[config.mk]
export PLATFORM = sky130hd
export DESIGN_NAME = sas_top
export DESIGN_NICKNAME = d
export VERILOG_FILES = /design/src/hw/sas_pkg.sv /design/src/hw/sas_step_timer.sv /design/src/hw/sas_top.sv
export VERILOG_INCLUDE_DIRS = /design/src /design/src/hw
export SDC_FILE = /design/constraint.sdc
export NUM_CORES = 1
export LEC_CHECK = 0
export BUFFER_PORTS_ARGS = -buffer_cell sky130_fd_sc_hd__clkbuf_2
export CAP_MARGIN = 10
export CORE_UTILIZATION = 55
export DETAILED_ROUTE_END_ITERATION = 8
export GPL_TIMING_DRIVEN = 0
export PLACE_DENSITY = 0.81
export SLEW_MARGIN = 20
export SYNTH_ARGS = -nofsm -noshare
export SYNTH_HDL_FRONTEND = slang
export SYNTH_SLANG_ARGS = --single-unit
export TNS_END_PERCENT = 1
[constraint.sdc]
create_clock -name clk_sys -period 6.81 [get_ports clk_sys]
set_clock_uncertainty 0.05 [all_clocks]
set_input_delay 1.0215 -clock clk_sys [delete_from_list [all_inputs] [get_ports clk_sys]]
set_output_delay 1.0215 -clock clk_sys [all_outputs]
set_load 0.03 [all_outputs]
[src/hw/sas_params.svh]
/*
  Register offsets, field positions, reset values and timing counts of the converter sequencer.
  Assumes it is included by bare name from the package; the design modules use its macros without including it.
*/
`ifndef SAS_PARAMS_SVH
`define SAS_PARAMS_SVH

`define SAS_OFS_MODE        32'h0ffff3c0
`define SAS_OFS_CHAN        32'hfffff3c2
`define SAS_OFS_RESULT      32'hfffff3c4
`define SAS_OFS_RESULT_HIGH 32'hfffff3c6

`define SAS_BIT_EN          7
`define SAS_BIT_TRIG        6
`define SAS_BIT_PS          0

`define SAS_RST_MODE        8'h00
`define SAS_RST_CHAN        4'h0
`define SAS_RST_RESULT      10'h000
`define SAS_CHAN_MAX        4'hb

// Conversion and stabilization times in internal clock periods
`define SAS_CONV_C0         8'd168
`define SAS_CONV_C1         8'd120
`define SAS_CONV_C2         8'd84
`define SAS_CONV_C3         8'd60
`define SAS_CONV_C4         8'd48
`define SAS_CONV_C5         8'd36
`define SAS_CONV_C7         8'd12
`define SAS_STAB_C0         8'd64
`define SAS_STAB_C1         8'd60
`define SAS_STAB_C2         8'd42
`define SAS_STAB_C3         8'd30
`define SAS_STAB_C4         8'd24
`define SAS_STAB_C5         8'd18
`define SAS_STAB_C7         8'd6
`define SAS_STEP_SLOTS      8'd12
`define SAS_SAMPLE_SLOTS    8'd2

`endif

[src/hw/sas_pkg.sv]
/*
  Types shared by the converter sequencer modules.
  Assumes the params header is on the include path.
*/
package sas_pkg;
  `include "sas_params.svh"

  typedef enum logic [4:0] {
    SAS_IDLE   = 5'b00001,
    SAS_WAIT   = 5'b00010,
    SAS_STAB   = 5'b00100,
    SAS_SAMPLE = 5'b01000,
    SAS_CONV   = 5'b10000
  } sas_state_type;

  typedef struct packed {
    logic       en;
    logic       trig;
    logic [2:0] time_sel;
    logic [1:0] edge_sel;
    logic       ps;
  } sas_mode_type;

  typedef struct packed {
    logic [31:0] addr;
    logic        wr;
    logic        rd;
    logic [1:0]  be;
    logic [15:0] wdata;
  } sas_bus_req_type;
endpackage

[src/hw/sas_step_timer.sv]
/*
  Down-counting phase timer: ticks in the last cycle of a loaded interval.
  Assumes a load value of at least one; a load in a tick cycle starts the next interval at once.
*/
`timescale 1ns/1ns
module sas_step_timer
  import sas_pkg::*;
#(
  parameter int W = 8
) (
  input  wire logic         clk_sys,
  input  wire logic         sys_rst,
  input  wire logic         load,
  input  wire logic [W-1:0] load_val,
  output logic              tick
);
  logic [W-1:0] count_q;

  always_ff @(posedge clk_sys) begin
    if (sys_rst) begin
      count_q <= '0;
    end else if (load) begin
      count_q <= load_val;
    end else if (count_q != '0) begin
      count_q <= count_q - 1'b1;
    end
  end

  // Not gated by load: the sequencer loads on tick, and gating would close a combinational loop
  assign tick = (count_q == W'(1));
endmodule

[src/hw/sas_top.sv]
/*
  Successive-approximation converter sequencer with mode, channel and result registers.
  Assumes a 16-bit CPU register port synchronous to clk_sys and an analog front end
  that settles its comparator within one step for the trial code on dac_code.
*/
`timescale 1ns/1ns
//
// Contract
// - Ten-bit result from one of twelve channels
// - Trigger start converts once, then interrupts
// - Software start converts repeatedly, interrupts each time
// - Resolve MSB first, copy to result
// - Result word: value high, low six zero
// - High byte view gives top eight bits
// - Reset clears result word and byte
// - Unselected analog pins stay digital inputs
// - Mode bit 7 enables conversion; resets zero
// - Mode bit 6 selects trigger start
// - Edge bits pick none, fall, rise, both
// - Time code picks conversion clock count
// - Power save adds matching stabilization interval
// - Mode bit 0 turns comparator off idle
// - Four-bit channel code, upper bits zero
// - Mode or channel write restarts conversion
// - Trial bits nine down to zero
// - Enabled trigger mode waits for edge
module sas_top
  import sas_pkg::*;
#(
  parameter int CHANNELS = 12,
  parameter int RES_BITS = 10
) (
  input  wire logic                clk_sys,
  input  wire logic                sys_rst,
  input  wire sas_bus_req_type     bus_req,
  output logic [15:0]              rd_data_q,
  output logic                     rd_valid_q,
  input  wire logic                ext_trigger_in,
  input  wire logic                cmp_result,
  output logic [RES_BITS-1:0]      dac_code_q,
  output logic                     sample_hold_q,
  output logic                     comparator_on_q,
  output logic [CHANNELS-1:0]      analog_input_pins_q,
  output logic [CHANNELS-1:0]      port_in_en_q,
  output logic                     conv_done_irq_q
);
  sas_mode_type        converter_mode_reg_q;
  logic [3:0]          channel_select_reg_q;
  logic [RES_BITS-1:0] result_word_q;
  logic [RES_BITS-1:0] approx_shift_reg_q;
  logic [3:0]          bit_idx_q;
  logic                trig_prev_q;
  sas_state_type       state_q;
  sas_state_type       state_d;
  logic                tload;
  logic [7:0]          tval;
  logic                tick;

  function automatic logic [7:0] conv_cycles(input logic [2:0] code);
    case (code)
      3'h0:    conv_cycles = `SAS_CONV_C0;
      3'h1:    conv_cycles = `SAS_CONV_C1;
      3'h2:    conv_cycles = `SAS_CONV_C2;
      3'h3:    conv_cycles = `SAS_CONV_C3;
      3'h4:    conv_cycles = `SAS_CONV_C4;
      3'h5:    conv_cycles = `SAS_CONV_C5;
      3'h7:    conv_cycles = `SAS_CONV_C7;
      default: conv_cycles = `SAS_CONV_C0;
    endcase
  endfunction

  function automatic logic [7:0] stab_cycles(input logic [2:0] code);
    case (code)
      3'h0:    stab_cycles = `SAS_STAB_C0;
      3'h1:    stab_cycles = `SAS_STAB_C1;
      3'h2:    stab_cycles = `SAS_STAB_C2;
      3'h3:    stab_cycles = `SAS_STAB_C3;
      3'h4:    stab_cycles = `SAS_STAB_C4;
      3'h5:    stab_cycles = `SAS_STAB_C5;
      3'h7:    stab_cycles = `SAS_STAB_C7;
      default: stab_cycles = `SAS_STAB_C0;
    endcase
  endfunction

  function automatic logic hit(input logic [31:0] a, input logic [31:0] ofs);
    hit = (a == ofs);
  endfunction

  // Every listed conversion time is a multiple of twelve, so two sample slots and ten steps fill it exactly
  logic [7:0] step_len;
  assign step_len = conv_cycles(converter_mode_reg_q.time_sel) / `SAS_STEP_SLOTS;

  logic wr_mode;
  logic wr_chan;
  logic rd_any;
  assign wr_mode = bus_req.wr && bus_req.be[0] && hit(bus_req.addr, `SAS_OFS_MODE);
  assign wr_chan = bus_req.wr && bus_req.be[0] && hit(bus_req.addr, `SAS_OFS_CHAN);
  assign rd_any  = bus_req.rd;

  sas_mode_type mode_new;
  assign mode_new = wr_mode ? sas_mode_type'(bus_req.wdata[7:0]) : converter_mode_reg_q;

  logic edge_rise;
  logic edge_fall;
  logic trig_hit;
  assign edge_rise = ext_trigger_in && !trig_prev_q;
  assign edge_fall = !ext_trigger_in && trig_prev_q;
  assign trig_hit  = (converter_mode_reg_q.edge_sel[1] && edge_rise) ||
                     (converter_mode_reg_q.edge_sel[0] && edge_fall);

  logic last_step;
  assign last_step = (bit_idx_q == 4'h0);

  always_comb begin
    state_d = state_q;
    tload   = 1'b0;
    tval    = 8'h01;
    if (wr_mode || wr_chan) begin
      // A mode or channel write drops the running conversion and starts over
      tload = 1'b1;
      if (!mode_new.en) begin
        state_d = SAS_IDLE;
      end else if (mode_new.trig) begin
        state_d = SAS_WAIT;
      end else if (mode_new.ps) begin
        state_d = SAS_STAB;
        tval    = stab_cycles(mode_new.time_sel);
      end else begin
        state_d = SAS_SAMPLE;
        tval    = 8'((conv_cycles(mode_new.time_sel) / `SAS_STEP_SLOTS) * `SAS_SAMPLE_SLOTS);
      end
    end else begin
      case (state_q)
        SAS_IDLE: begin
          state_d = SAS_IDLE;
        end
        SAS_WAIT: begin
          if (trig_hit) begin
            tload = 1'b1;
            if (converter_mode_reg_q.ps) begin
              state_d = SAS_STAB;
              tval    = stab_cycles(converter_mode_reg_q.time_sel);
            end else begin
              state_d = SAS_SAMPLE;
              tval    = 8'(step_len * `SAS_SAMPLE_SLOTS);
            end
          end
        end
        SAS_STAB: begin
          if (tick) begin
            state_d = SAS_SAMPLE;
            tload   = 1'b1;
            tval    = 8'(step_len * `SAS_SAMPLE_SLOTS);
          end
        end
        SAS_SAMPLE: begin
          if (tick) begin
            state_d = SAS_CONV;
            tload   = 1'b1;
            tval    = step_len;
          end
        end
        SAS_CONV: begin
          if (tick && last_step) begin
            tload = 1'b1;
            if (converter_mode_reg_q.trig) begin
              state_d = SAS_WAIT;
            end else if (converter_mode_reg_q.ps) begin
              state_d = SAS_STAB;
              tval    = stab_cycles(converter_mode_reg_q.time_sel);
            end else begin
              state_d = SAS_SAMPLE;
              tval    = 8'(step_len * `SAS_SAMPLE_SLOTS);
            end
          end else if (tick) begin
            tload = 1'b1;
            tval  = step_len;
          end
        end
        default: begin
          state_d = SAS_IDLE;
        end
      endcase
    end
  end

  sas_step_timer #(
    .W (8)
  ) u_timer (
    .clk_sys  (clk_sys),
    .sys_rst  (sys_rst),
    .load     (tload),
    .load_val (tval),
    .tick     (tick)
  );

  always_ff @(posedge clk_sys) begin
    if (sys_rst) begin
      state_q <= SAS_IDLE;
    end else begin
      state_q <= state_d;
    end
  end

  always_ff @(posedge clk_sys) begin
    if (sys_rst) begin
      converter_mode_reg_q <= sas_mode_type'(`SAS_RST_MODE);
      channel_select_reg_q <= `SAS_RST_CHAN;
    end else begin
      if (wr_mode) begin
        converter_mode_reg_q <= mode_new;
      end
      if (wr_chan) begin
        channel_select_reg_q <= bus_req.wdata[3:0];
      end
    end
  end

  always_ff @(posedge clk_sys) begin
    if (sys_rst) begin
      trig_prev_q <= 1'b0;
    end else begin
      trig_prev_q <= ext_trigger_in;
    end
  end

  // Ladder copy moves with the APPROX_SHIFT_REG so a one-cycle step still decides on its own trial code
  always_ff @(posedge clk_sys) begin
    if (sys_rst) begin
      approx_shift_reg_q <= '0;
      dac_code_q         <= '0;
      bit_idx_q          <= 4'h0;
    end else if (state_q == SAS_SAMPLE && state_d == SAS_CONV) begin
      approx_shift_reg_q <= RES_BITS'(1) << (RES_BITS - 1);
      dac_code_q         <= RES_BITS'(1) << (RES_BITS - 1);
      bit_idx_q          <= 4'(RES_BITS - 1);
    end else if (state_q == SAS_CONV && tick && !(wr_mode || wr_chan)) begin
      approx_shift_reg_q[bit_idx_q] <= cmp_result;
      dac_code_q[bit_idx_q]         <= cmp_result;
      if (!last_step) begin
        approx_shift_reg_q[4'(bit_idx_q - 4'h1)] <= 1'b1;
        dac_code_q[4'(bit_idx_q - 4'h1)]         <= 1'b1;
        bit_idx_q                                <= 4'(bit_idx_q - 4'h1);
      end
    end
  end

  logic done_now;
  assign done_now = (state_q == SAS_CONV) && tick && last_step && !(wr_mode || wr_chan);

  always_ff @(posedge clk_sys) begin
    if (sys_rst) begin
      result_word_q   <= `SAS_RST_RESULT;
      conv_done_irq_q <= 1'b0;
    end else begin
      conv_done_irq_q <= done_now;
      if (done_now) begin
        result_word_q <= {approx_shift_reg_q[RES_BITS-1:1], cmp_result};
      end
    end
  end

  always_ff @(posedge clk_sys) begin
    if (sys_rst) begin
      rd_data_q  <= 16'h0000;
      rd_valid_q <= 1'b0;
    end else begin
      rd_valid_q <= rd_any;
      if (!rd_any) begin
        rd_data_q <= 16'h0000;
      end else if (hit(bus_req.addr, `SAS_OFS_MODE)) begin
        rd_data_q <= {8'h00, converter_mode_reg_q};
      end else if (hit(bus_req.addr, `SAS_OFS_CHAN)) begin
        rd_data_q <= {12'h000, channel_select_reg_q};
      end else if (hit(bus_req.addr, `SAS_OFS_RESULT)) begin
        rd_data_q <= {result_word_q, 6'h00};
      end else if (hit(bus_req.addr, `SAS_OFS_RESULT_HIGH)) begin
        rd_data_q <= {8'h00, result_word_q[RES_BITS-1:RES_BITS-8]};
      end else begin
        rd_data_q <= 16'h0000;
      end
    end
  end

  // Out-of-range channel codes route no pin; the converter still runs on whatever it holds
  always_ff @(posedge clk_sys) begin
    if (sys_rst) begin
      analog_input_pins_q <= '0;
      port_in_en_q        <= '1;
      sample_hold_q       <= 1'b0;
      comparator_on_q     <= 1'b1;
    end else begin
      for (int i = 0; i < CHANNELS; i++) begin
        analog_input_pins_q[i] <= (channel_select_reg_q == 4'(i));
        port_in_en_q[i]        <= (channel_select_reg_q != 4'(i));
      end
      sample_hold_q   <= (state_d == SAS_SAMPLE);
      comparator_on_q <= converter_mode_reg_q.en || !converter_mode_reg_q.ps;
    end
  end

  res_low_zero_a: assert property (@(posedge clk_sys) disable iff (sys_rst)
    rd_any && hit(bus_req.addr, `SAS_OFS_RESULT) |=> rd_data_q[5:0] == 6'h00 && rd_valid_q)
    else $error("result low bits not zero");
  high_byte_a: assert property (@(posedge clk_sys) disable iff (sys_rst)
    rd_any && hit(bus_req.addr, `SAS_OFS_RESULT_HIGH) |=> rd_data_q == {8'h00, $past(result_word_q[9:2])})
    else $error("high byte view wrong");
  reset_clear_a: assert property (@(posedge clk_sys)
    sys_rst |=> result_word_q == 10'h000 && converter_mode_reg_q == 8'h00)
    else $error("reset did not clear registers");
  disable_idle_a: assert property (@(posedge clk_sys) disable iff (sys_rst)
    wr_mode && !bus_req.wdata[7] |=> state_q == SAS_IDLE ##1 !conv_done_irq_q)
    else $error("disabled converter still running");
  trig_wait_a: assert property (@(posedge clk_sys) disable iff (sys_rst)
    wr_mode && bus_req.wdata[7] && bus_req.wdata[6] |=> state_q == SAS_WAIT)
    else $error("trigger mode did not wait");
  hw_single_a: assert property (@(posedge clk_sys) disable iff (sys_rst)
    conv_done_irq_q && converter_mode_reg_q.trig && !$past(wr_mode) |-> state_q == SAS_WAIT)
    else $error("trigger conversion did not stop");
  sw_repeat_a: assert property (@(posedge clk_sys) disable iff (sys_rst)
    conv_done_irq_q && converter_mode_reg_q.en && !converter_mode_reg_q.trig && !$past(wr_mode || wr_chan)
    |-> state_q inside {SAS_STAB, SAS_SAMPLE})
    else $error("software conversion did not repeat");
  sar_msb_a: assert property (@(posedge clk_sys) disable iff (sys_rst)
    $rose(state_q == SAS_CONV) |-> approx_shift_reg_q == 10'h200 && bit_idx_q == 4'h9)
    else $error("approximation did not start at bit 9");
  pin_split_a: assert property (@(posedge clk_sys) disable iff (sys_rst)
    (analog_input_pins_q & port_in_en_q) == '0 && (analog_input_pins_q | port_in_en_q) == '1)
    else $error("pin ownership overlap");
  cmp_off_a: assert property (@(posedge clk_sys) disable iff (sys_rst)
    !comparator_on_q |-> $past(!converter_mode_reg_q.en && converter_mode_reg_q.ps))
    else $error("comparator off while enabled");
  restart_a: assert property (@(posedge clk_sys) disable iff (sys_rst)
    state_q == SAS_CONV && wr_chan && converter_mode_reg_q.en && !converter_mode_reg_q.trig
    |=> state_q != SAS_CONV)
    else $error("write did not restart conversion");

  hw_done_c: cover property (@(posedge clk_sys) disable iff (sys_rst)
    conv_done_irq_q && converter_mode_reg_q.trig);
  sw_twice_c: cover property (@(posedge clk_sys) disable iff (sys_rst)
    conv_done_irq_q ##[1:400] conv_done_irq_q);
  restart_c: cover property (@(posedge clk_sys) disable iff (sys_rst)
    state_q == SAS_CONV && (wr_mode || wr_chan));
endmodule

==> metrics.cfg <==
[outcome]
outcome=complete, but fails checks
violations=design-rule violations

[synthesis]
syn-num-nets=673
syn-cell-area_sq_mm=0.005050
avgSynthCellArea_sq_um=8.278
synth_cells=610
ys_async_sr_fraction=0
ys_seq_elements=103
synthFlopType=dfxtp_1
yosysUniqueCellTypes=71
synth_edf_count=0
yosysSeqAreaShare=0.4083
synth_warnings=0

[global_routing]
antenna_found_initial=0
grt_use_total=0.2984
grt-ovfl-total=0
grt_max_degree=20
grt_pass1_vias=4483
grt_pass1_wl_mm=22.48

[critical_path]
required_ps=7000
crit_family=simple AND/OR/NAND/NOR gates
path_cells=buf_2 -> nand3b_4 -> nor4_2 -> nand3_1 -> clkbuf_1 -> mux2i_1 -> a22oi_1 -> nor2_1
critPathCapture=state_q[3]
critical_path_class=input pin to register
cp-start-kind=input pin
rrSetupSlack_ps=4120
worst_r2r_path_depth=11
cp_data_arrival_time_ps=3120
r2r-start=u_timer.count_q[1]
crit_slowest_cell=nor4_2
path_depth=8
critPathMaxStageDelay_ps=510
cp_max_fo=10
worst-path-buf-inv=2
startpoint=bus_req[22]
timing.rr.end=dac_code_q[5]
cp-end-kind=register

[placement]
io_buffers=95
gp_congestion=0.9529
placed_cell_area_sq_mm=0.005660
dp_hpwl_mm=10.63

[layout]
fill_cells=778
multiInputGateArea_sq_mm=0.002749
area_growth_pct=15.81
drive_gt1_frac=0.2025
n_antenna_cell=0
post-route-cell-area_sq_mm=0.005848
regArea_sq_mm=0.002062
nNetsFinal=779

[floorplan]
ioPinCount=110
core_sq_mm=0.008806
rows=34
die_h_um=97.82
die_w_um=97.82
dieArea_sq_mm=0.009569
initial_core_util=0.5735

[timing]
max_slew_margin=0.4588
hold_viol_final=0
slew_viol_final=0
period_minus_slack_ps=2927
fmax_ghz=0.3416
worst_pin_slew_ps=804.9
rsz0062_at_grt=no
holdWs_ps=415.5
tns_ps=0
fin_crit_sh=0.4299
final-setup-viol-count=0

[clock_tree]
cts.sinks=103
clkLatencyLatePin_ps=380
postCtsSetupRepairBufs=0
cts_buffers=9
path_clk_slew_ps=100
clk_path_buf_depth=2
h-tree-depth=3
hold_buffers=0
post_cts_resized=0
clock-root-buffer=clkbuf_8
cts_tree=done

[power]
p_leak_uw=0.002351
pwr-share-seq=0.515
p_per_area_mw_per_mm2=213.8
p_total_uw=1250
peakVddDrop_v=0.0001460
pwr-share-clk=0.304
comb_power_share=0.180
intPower_uw=861.2
p_sw_uw=389.3
sw_frac_of_total=0.3113

[job]
drv_cap=0

[drt]
drt_iter0_drc=459
drc=24
viasPerCell=5.914
dr.pass1.iters=8
dr_total_vias=4903
drt-total-wl_mm=13.84
wl_per_cell_um=16.70
antenna_left=0

[hold_path]
hold_path.class=register to register

per-layer routing:
layer	vias to the layer above	global-route usage	part of all wire
li1	2375	-	-
met1	2252	0.4080	0.44
met2	251	0.4745	0.46
met3	25	0.04868	0.085
met4	0	0.1119	0.018
met5	-	0	0
sequential cells by signal, indices dropped and copies added (netlist names):
name and cells:
rd_data_q 16, analog_input_pins_q 12, port_in_en_q 12, dac_code_q 10, result_word_q 10, approx_shift_reg_q 9
converter_mode_reg_q 8, u_timer.count_q 8, state_q 5, bit_idx_q 4, channel_select_reg_q 4, comparator_on_q 1
conv_done_irq_q 1, rd_valid_q 1, sample_hold_q 1, trig_prev_q 1
cells in the mapped netlist (4+ instances only):
library cell	number	area (sq um)
dfxtp_1	103	2062
nand2b_1	12	75.07
nor4_1	4	25.02
a211oi_1	7	52.55
o22ai_1	5	31.28
nand4b_1	5	43.79
or3_1	5	31.28
ha_1	7	87.58
nor2b_1	11	68.82
and2_1	13	81.33
mux2i_1	9	90.09
clkbuf_1	21	78.83
nor2_1	50	187.7
nor3b_1	4	30.03
buf_2	7	35.03
o21ai_0	30	150.1
a21oi_1	59	295.3
nor3_1	16	80.08
a22oi_1	5	37.54
and3_1	5	31.28
a32oi_1	4	35.03
nand3_1	19	95.09
a31oi_1	7	43.79
xnor2_1	4	35.03
nand3b_1	10	75.07
xor2_1	7	61.31
inv_1	23	86.33
and4_1	7	61.31
nand2_1	85	319.1
nand4_1	4	25.02
final cells by class:
| class | count | share of cell area |
|---|---|---|
| well taps | 108 | 0.02311 |
| repair buffers | 95 | 0.08130 |
| plain buffers | 33 | 0.02610 |
| clock inverters | 7 | 0.01091 |
| inverters | 23 | 0.01476 |
| multi-input cells | 451 | 0.4700 |
| flip-flops and latches | 103 | 0.3526 |
| clock buffers | 9 | 0.02118 |
metrics by stage:
step                setup slack [ps]    util  cells
floorplan                       3876       -    610
global placement                3555  0.6428    813
detailed placement              3486  0.6428    813
CTS                             3875  0.6641    829
global route                    3752  0.6641    829
finish                          3883  0.6641    829
cells in the final DEF (no fill, tap or decap), types with 13 or more instances in the layout:
cell,Yosys,routed
dfxtp_1,103,103
clkbuf_2,1,96
nand2_1,85,85
a21oi_1,59,59
nor2_1,50,50
o21ai_0,30,30
inv_1,23,23
clkbuf_1,21,21
nand3_1,19,19
nor3_1,16,16
and2_1,13,13
cells by family (layout without fill, tap and decap cells):
kind of cell | count (synthesis) | count (layout) | share of synthesized area
buf+inv | 56 | 167 | 0.04732
flops | 103 | 103 | 0.4083
mux | 13 | 13 | 0.02750
fa+ha+maj | 7 | 7 | 0.01734
compound gates | 148 | 148 | 0.1841
simple gates | 272 | 272 | 0.2963
xor+xnor | 11 | 11 | 0.01908
how the worst min path moves through the flow:
stage	start	endpoint	cells after the start
floorplan	result_word_q[1]	result_word_q[1]	2
global placement	result_word_q[1]	result_word_q[1]	2
detailed placement	approx_shift_reg_q[1]	result_word_q[1]	2
CTS	approx_shift_reg_q[9]	result_word_q[9]	2
global route	approx_shift_reg_q[5]	result_word_q[5]	2
finish	result_word_q[1]	result_word_q[1]	2
worst register-to-register path: stages (launching register included):
cell and delay (ps):
dfxtp_1 340, inv_1 90, ha_1 150, nor3b_1 550, and2_1 210, buf_2 190
a21oi_1 90, nor3_1 370, or2_1 180, buf_6 150, buf_6 160, a21oi_1 50
power groups by stage:
stage	Combinational, uW	Sequential (uW)	Clock (uW)
final	225	644	381
after global routing	249	648	408
after CTS	223	644	383
after detailed placement	221	658	0
after global placement	215	656	0
after floorplan	163	655	0
(Power assumes the default switching activity.)
